### config.mk
export PLATFORM = sky130hd
export DESIGN_NAME = lcou_unit
export DESIGN_NICKNAME = d
export VERILOG_FILES = /design/src/lcou_unit.v
export VERILOG_INCLUDE_DIRS = /design/src
export SDC_FILE = /design/constraint.sdc
export NUM_CORES = 1
export LEC_CHECK = 0
export ABC_AREA = 0
export BUFFER_PORTS_ARGS = -buffer_cell sky130_fd_sc_hd__buf_4
export CELL_PAD_IN_SITES_DETAIL_PLACEMENT = 1
export CELL_PAD_IN_SITES_GLOBAL_PLACEMENT = 1
export CORE_MARGIN = 3
export CORE_UTILIZATION = 35
export CTS_CLUSTER_SIZE = 8
export DETAILED_ROUTE_END_ITERATION = 12
export PLACE_DENSITY = 0.92
export SETUP_SLACK_MARGIN = 0.5
export SLEW_MARGIN = 40
export SYNTH_ARGS = -nofsm -noshare
export SYNTH_HDL_FRONTEND = slang
export SYNTH_SLANG_ARGS = --single-unit
### constraint.sdc
create_clock -name clk -period 3.7 [get_ports clk]
set_clock_uncertainty 0.2 [all_clocks]
set_input_delay 0.37 -clock clk [delete_from_list [all_inputs] [get_ports clk]]
set_output_delay 0.37 -clock clk [all_outputs]
set_load 0.05 [all_outputs]
### src/lcou_consts.vh
`ifndef LCOU_CONSTS_VH
`define LCOU_CONSTS_VH

// ----------------------------------------
// Instruction encodings (12-bit words)
// ----------------------------------------
`define LCOU_OP_NOT_MASK   12'hFE0
`define LCOU_OP_NOT_VAL    12'h260
`define LCOU_OP_ORF_MASK   12'hFE0
`define LCOU_OP_ORF_VAL    12'h120
`define LCOU_OP_ORW_MASK   12'hFE0
`define LCOU_OP_ORW_VAL    12'h100
`define LCOU_OP_ORL_MASK   12'hF00
`define LCOU_OP_ORL_VAL    12'hD00

// ----------------------------------------
// Field positions
// ----------------------------------------
`define LCOU_ADDR_MSB      4
`define LCOU_ADDR_LSB      0
`define LCOU_LIT_MSB       7
`define LCOU_LIT_LSB       0

// ----------------------------------------
// Reset values
// ----------------------------------------
`define LCOU_W_RST         8'h00
`define LCOU_Z_RST         1'b0
`define LCOU_ZERO_BYTE     8'h00

`endif

### src/lcou_unit.v
// Operation
// - Complement instruction inverts addressed file register and writes it back, one cycle.
// - Zero flag set when 8-bit result is zero, cleared otherwise, all four.
// - OR-into-register writes register OR accumulator into register; accumulator unchanged.
// - OR-into-accumulator writes accumulator OR register into accumulator; register unchanged.
// - OR-immediate writes accumulator OR low eight literal bits into accumulator.
`timescale 1ns/1ps
`default_nettype none
`include "lcou_consts.vh"

module lcou_unit #(
  parameter IW = 12,
  parameter DW = 8,
  parameter AW = 5
) (
  // ----------------------------------------
  // Clock and reset
  // ----------------------------------------
  input  wire          clk,
  input  wire          nrst,
  // ----------------------------------------
  // Instruction from decoder
  // ----------------------------------------
  input  wire          instr_valid,
  input  wire [IW-1:0] instr,
  // ----------------------------------------
  // File register side
  // ----------------------------------------
  output wire [AW-1:0] file_register_addr,
  input  wire [DW-1:0] file_register_operand,
  output reg           file_register_we,
  output reg  [DW-1:0] file_register_wdata,
  // ----------------------------------------
  // Core state and status
  // ----------------------------------------
  output reg  [DW-1:0] w_reg,
  output reg           z_flag,
  output wire          instr_hit
);

  // ----------------------------------------
  // Local codes
  // ----------------------------------------
  localparam [3:0] OPS_NOT  = 4'h1;
  localparam [3:0] OPS_ORF  = 4'h2;
  localparam [3:0] OPS_ORW  = 4'h4;
  localparam [3:0] OPS_ORL  = 4'h8;
  localparam [1:0] SRC_NONE = 2'h0;
  localparam [1:0] SRC_INV  = 2'h1;
  localparam [1:0] SRC_ORR  = 2'h2;
  localparam [1:0] SRC_ORL  = 2'h3;

  // ----------------------------------------
  // Decode
  // ----------------------------------------
  wire [IW-1:0] not_field;
  wire [IW-1:0] orf_field;
  wire [IW-1:0] orw_field;
  wire [IW-1:0] orl_field;
  reg           is_not;
  reg           is_orf;
  reg           is_orw;
  reg           is_orl;
  wire [3:0]    op_sel;

  assign not_field          = instr & `LCOU_OP_NOT_MASK;
  assign orf_field          = instr & `LCOU_OP_ORF_MASK;
  assign orw_field          = instr & `LCOU_OP_ORW_MASK;
  assign orl_field          = instr & `LCOU_OP_ORL_MASK;
  assign op_sel             = {is_orl, is_orw, is_orf, is_not};
  assign file_register_addr = instr[`LCOU_ADDR_MSB:`LCOU_ADDR_LSB];

  always @* begin
    is_not = 1'b0;
    is_orf = 1'b0;
    is_orw = 1'b0;
    is_orl = 1'b0;
    if (instr_valid) begin
      is_not = (not_field == `LCOU_OP_NOT_VAL);
      is_orf = (orf_field == `LCOU_OP_ORF_VAL);
      is_orw = (orw_field == `LCOU_OP_ORW_VAL);
      is_orl = (orl_field == `LCOU_OP_ORL_VAL);
    end
  end

  // ----------------------------------------
  // Hit flag
  // ----------------------------------------
  assign instr_hit = is_not | is_orf | is_orw | is_orl;

  // ----------------------------------------
  // Source select
  // ----------------------------------------
  reg  [1:0]    res_src;

  always @* begin
    res_src = SRC_NONE;
    case (op_sel)
      OPS_NOT: begin
        res_src = SRC_INV;
      end
      OPS_ORF: begin
        res_src = SRC_ORR;
      end
      OPS_ORW: begin
        res_src = SRC_ORR;
      end
      OPS_ORL: begin
        res_src = SRC_ORL;
      end
      default: begin
        res_src = SRC_NONE;
      end
    endcase
  end

  // ----------------------------------------
  // Per-bit logic
  // ----------------------------------------
  wire [DW-1:0] lit_operand;
  wire [DW-1:0] inv_vec;
  wire [DW-1:0] or_reg_vec;
  wire [DW-1:0] or_lit_vec;

  assign lit_operand = instr[`LCOU_LIT_MSB:`LCOU_LIT_LSB];

  genvar gi;
  generate
    for (gi = 0; gi < DW; gi = gi + 1) begin : g_bit
      wire opd_bit;
      wire acc_bit;
      assign opd_bit        = file_register_operand[gi];
      assign acc_bit        = w_reg[gi];
      assign inv_vec[gi]    = ~opd_bit;
      assign or_reg_vec[gi] = opd_bit | acc_bit;
      assign or_lit_vec[gi] = acc_bit | lit_operand[gi];
    end
  endgenerate

  // ----------------------------------------
  // Result mux
  // ----------------------------------------
  reg  [DW-1:0] next_result;

  always @* begin
    next_result = `LCOU_ZERO_BYTE;
    case (res_src)
      SRC_INV: begin
        next_result = inv_vec;
      end
      SRC_ORR: begin
        next_result = or_reg_vec;
      end
      SRC_ORL: begin
        next_result = or_lit_vec;
      end
      default: begin
        next_result = `LCOU_ZERO_BYTE;
      end
    endcase
  end

  // ----------------------------------------
  // Zero detect
  // ----------------------------------------
  wire          res_zero;

  assign res_zero = (next_result == `LCOU_ZERO_BYTE);

  // ----------------------------------------
  // Write-back enables
  // ----------------------------------------
  wire          wb_file;
  wire          wb_acc;

  assign wb_file = is_not | is_orf;
  assign wb_acc  = is_orw | is_orl;

  // ----------------------------------------
  // File register write strobe
  // ----------------------------------------
  always @(posedge clk) begin
    if (!nrst) begin
      file_register_we <= 1'b0;
    end else begin
      file_register_we <= wb_file;
    end
  end

  // ----------------------------------------
  // File register write data
  // ----------------------------------------
  always @(posedge clk) begin
    if (!nrst) begin
      file_register_wdata <= `LCOU_ZERO_BYTE;
    end else if (wb_file) begin
      file_register_wdata <= next_result;
    end
  end

  // ----------------------------------------
  // Accumulator
  // ----------------------------------------
  always @(posedge clk) begin
    if (!nrst) begin
      w_reg <= `LCOU_W_RST;
    end else if (wb_acc) begin
      w_reg <= next_result;
    end
  end

  // ----------------------------------------
  // Zero flag
  // ----------------------------------------
  always @(posedge clk) begin
    if (!nrst) begin
      z_flag <= `LCOU_Z_RST;
    end else if (instr_hit) begin
      z_flag <= res_zero;
    end
  end

endmodule
`default_nettype wire

== After elaboration in Yosys (flattened, before gate mapping) ==
Cells that the tools add are included.
Word-level totals
  input bits: 23
  register bits after elaboration: 18
  word-level logic and storage cells: 51
Cells by class
  bitwise gates (word level): 28
  reductions and logical operators: 2
  eq/ne operators: 11
  mux-type cells: 6
Operators with widths (number)
  8-bit case mux with 3 select lines: 1
  1-bit bitwise OR: 20
  7-bit by 4-bit equality test with 1-bit output (second input constant): 2
  4-bit equality test (second input constant): 2
  8-bit logical NOT: 1
  1-bit NOT: 8
  7-bit by 5-bit equality test with 1-bit output (second input constant): 1
  2-bit case mux with 3 select lines: 1
  2-bit equality test (second input constant): 2
  4-bit by 1-bit equality test with 1-bit output (second input constant): 1
  4-bit by 2-bit equality test with 1-bit output (second input constant): 1
  4-bit by 3-bit equality test with 1-bit output (second input constant): 1
  1-bit 2-to-1 mux: 4
  2-bit by 1-bit equality test with 1-bit output (second input constant): 1
  2-bit OR reduction: 1

== Longest topological paths before layout ==
  depth in word-level cells: 8
  depth in mapped cells: 7
  gate-level depth less buffers: 6

== Worst setup path after synthesis ==
OpenSTA, ideal clock, no wires.
  kind: in2reg
  from: in instr[7]
  to: reg z_flag
  cell stages on the path: 6
  setup time: 0.068 ns
  setup slack: 1.548 ns
  data arrival time: 1.884 ns
  path buffers: 1
  cells stage by stage: nor4b_2 > nand3_1 > buf_2 > nand2_1 > o2111ai_1 > o21ai_2
On the way
  elaborated cells on any way between the ends: 21
RTL lines
  start, declared: line lcou_unit.v:25  | input wire [IW-1:0] instr,
  7-bit by 5-bit equality test with 1-bit output (no source line) / 7-bit by 4-bit equality test with 1-bit output (equally long branches)
  1-bit 2-to-1 mux: line lcou_unit.v:78  | if (instr_valid) begin
  1-bit bitwise OR: line lcou_unit.v:89  | assign instr_hit = is_not | is_orf | is_orw | is_orl;
  1-bit bitwise OR * (2 in a row): line lcou_unit.v:89
  named net instr_hit: line lcou_unit.v:38  | output wire instr_hit
  end signal, assigned: line lcou_unit.v:217  | z_flag <= `LCOU_Z_RST;
  end signal, assigned: line lcou_unit.v:219  | z_flag <= res_zero;
  end, declared: line lcou_unit.v:37  | output reg z_flag,
Mark *: on every way through the listed nets, which the timed path passes. The rest lies on a longest branch.
A chain may end at the register's enable or synchronous reset.

== Worst setup path after layout ==
  from: in instr[7]
  to: out instr_hit
On the way
  word-level cells in the longest chain between the ends: 5
  elaborated cells on any way between the ends: 9
Ends and longest elaborated chain (line)
  7-bit by 5-bit equality test with 1-bit output (no source line) / 7-bit by 4-bit equality test with 1-bit output (equally long branches)
  1-bit 2-to-1 mux: lcou_unit.v:78
  1-bit bitwise OR: lcou_unit.v:89
  1-bit bitwise OR * (2 in a row): lcou_unit.v:89
  end, declared: lcou_unit.v:38
Mark *: on every way between the ends. The rest lies on a longest branch, timed or not.

==> impl_metrics.ini <==
[detailed_routing]
met2RoutedLength_um = 1690
detail_route.wl_per_cell_um = 16.7
dr_total_vias = 1071
met3_length_um = 153
maxUsedRoutingLayer = met4
drt-pass1-iter-count = 4
wirelength_um = 3220
remaining_drc_errors = 0
routed_via_density = 5.55
drtAntennaViolNets = 0
wirelength_met1_um = 1310
dr.first_iter.drc_count = 26

[worst_setup_path]
worst-r2r-setup-slack_ns = 2.14
cp.required_ns = 3.13
critPathLaunchType = input pin
criticalPathCategory = input pin to output pin
r2r.worst_path.cells = 4
worst_r2r_endpoint = z_flag
timing.critical_path.arrival_ns = 1.87
reg2reg_from = w_reg[6]
critical_path.endpoint_type = output pin
worst-path-max-fanout = 11

[synth]
synth_most_common_cell = sky130_fd_sc_hd__nor2_1
synth_seq_area_share_pct = 34.7
syn-num-nets = 146
syn_inst = 123
syn-mean-instance-area_um2 = 8.44
synth.lib_cells_used.distinct = 28
netlist_top_cells_area = sky130_fd_sc_hd__dfxtp_1 35%, sky130_fd_sc_hd__nor2_1 9.4%, sky130_fd_sc_hd__mux2i_1 8.7%
synth_top_area_share_pct = 34.7
synthArstFlopShare_pct = 0
netlist_top_cells_count = 26 x sky130_fd_sc_hd__nor2_1, 18 x sky130_fd_sc_hd__dfxtp_1, 9 x sky130_fd_sc_hd__mux2i_1, 9 x sky130_fd_sc_hd__nand2_1, 9 x sky130_fd_sc_hd__nor3_1
synth_seq_cells = 18
yosysTopAreaCell = sky130_fd_sc_hd__dfxtp_1
dominantRegCellSynth = sky130_fd_sc_hd__dfxtp_1
yosys_warnings = 0
edff_count_synth = 0
syn-cell-area_um2 = 1040

[timing]
setup_viol = 0
fin_crit_sh_pct = 65.9
rsz0062_at_grt = false
worst-slew-pin-transition_ns = 0.592
number_of_max_slew_violations_in_the_final_report = 0
setup_tns_ns = 0
hold_ws_ns = 0.104
timing.final.ws_setup_ns = 1.26
achievable-frequency_mhz = 410
worst_slew_margin_rel_pct = 60.5
finalHoldViolCount = 0
period_needed_ns = 2.44

[clock_network]
clock_path_buffers = 2
postCtsHoldBufs = 0
htreeDepth = 1
cts_resized = 0
worstSkewPairLatency_ns = 0.30
ctsRootBufferMaster = sky130_fd_sc_hd__clkbuf_4
clk_pin_slew_worst_paths_ns = 0.11
cts_made_buffers = 3
cts.sinks = 18
cts_tree = yes
cts_setup_buffers = 0

[layout]
antenna_cells = 0
post_route_cells_drive_above_1_share_pct = 35.2
syn2layout_area_growth_pct = 31.8
n_fill_cell = 344
finalNetCount = 186
instances_no_fill = 193
final_util_pct = 49.2
finalInstanceArea_um2 = 1370

[power_and_ir_drop]
power.ir.vdd_worst_mv = 0.219
p_leak_nw = 0.589
power.density_nw_per_um2 = 291
totalPowerFinal_mw = 0.398

[global_routing]
grt_antenna_before_repair = 0
grt_start_max_net_pins = 17
via_count_of_the_first_global_routing_pass = 1144
grt_pass1_wl_um = 5140
gr-usage-all-layers_pct = 18.7
grt.overflow.total = 0

[min_path]
holdCritStartpoint = nrst
hold-path-endpoint = file_register_we
timing.hold.worst_path_depth = 2
min-delay-path-class = input pin to flop

[floorplanning]
die_height_um = 60.5
floorplan.die_area_um2 = 3660
placement_rows = 19
floorplan.die.width_um = 60.5
initial_core_util_pct = 37.3
io_pins = 47
design.core.area_um2 = 2780

[placement]
global_placement_routability_congestion = 0.872
portBuffers = 46
dpl-instance-area_um2 = 1330
preCtsSetupSlack_ns = 1.26
detailedPlacementHpwl_um = 2560
place.detailed.instances = 189

[run_status]
outcome = completed

[run]
drv_cap = 0
## per-layer routing
metal | global-route usage (%) | vias to the layer above
li1 | - | 524
met1 | 21.0 | 509
met2 | 34.0 | 30
met3 | 3.40 | 8
met4 | 8.67 | 0
met5 | 0 | -
## worst max path at each step
| stage | from | end | slack (ns) | depth (start not counted) |
|---|---|---|---|---|
| 2_1_floorplan | instr[7] | z_flag | 1.55 | 6 |
| 3_3_place_gp | instr[7] | instr_hit | 1.34 | 5 |
| 3_5_place_dp | instr[7] | instr_hit | 1.26 | 5 |
| 4_1_cts | instr[7] | instr_hit | 1.26 | 5 |
| 5_1_grt | instr[7] | instr_hit | 1.15 | 5 |
| 6_report | instr[7] | instr_hit | 1.26 | 5 |
## area by class of cell
class | instances | area (µm²) | area share, %
well taps | 31 | 38.8 | 2.83
clock buffers | 4 | 36.3 | 2.65
repair buffers | 46 | 345 | 25.2
inverters | 2 | 7.51 | 0.548
multi-input cells | 92 | 581 | 42.4
flip-flops and latches | 18 | 360 | 26.3
## kinds of logic after synthesis
kind of cell	share of synthesized area [%]
AO/OA/AOI/OAI	20.8
buffers and inverters	9.40
flip-flops	34.7
AND/OR/NAND/NOR	24.2
multiplexers	10.8
## cells in the final DEF, fill, tap and decap left out, types with 3 or more instances in the layout
master                     netlist  final
sky130_fd_sc_hd__mux2i_1         9      9
sky130_fd_sc_hd__a21oi_1         7      7
sky130_fd_sc_hd__a211oi_1        8      8
sky130_fd_sc_hd__dfxtp_1        18     18
sky130_fd_sc_hd__clkbuf_4        0      3
sky130_fd_sc_hd__nor3_1          9      9
sky130_fd_sc_hd__o32ai_1         4      4
sky130_fd_sc_hd__buf_4           6     46
sky130_fd_sc_hd__nor2_1         26     26
sky130_fd_sc_hd__nand2_1         9      9
## where the power goes
part	internal, mW	switching (mW)	total, mW
clock	0.0600	0.0659	0.126
sequential	0.196	0.00160	0.197
combinational	0.0304	0.0448	0.0753
total	0.286	0.112	0.398
## worst max-delay path, stage by stage
cell and delay (ns):
sky130_fd_sc_hd__buf_4 0.12, sky130_fd_sc_hd__nor4b_2 0.49, sky130_fd_sc_hd__nand3_1 0.45, sky130_fd_sc_hd__nand2_1 0.22, sky130_fd_sc_hd__buf_4 0.22
Power figures use the tool's default switching activity.
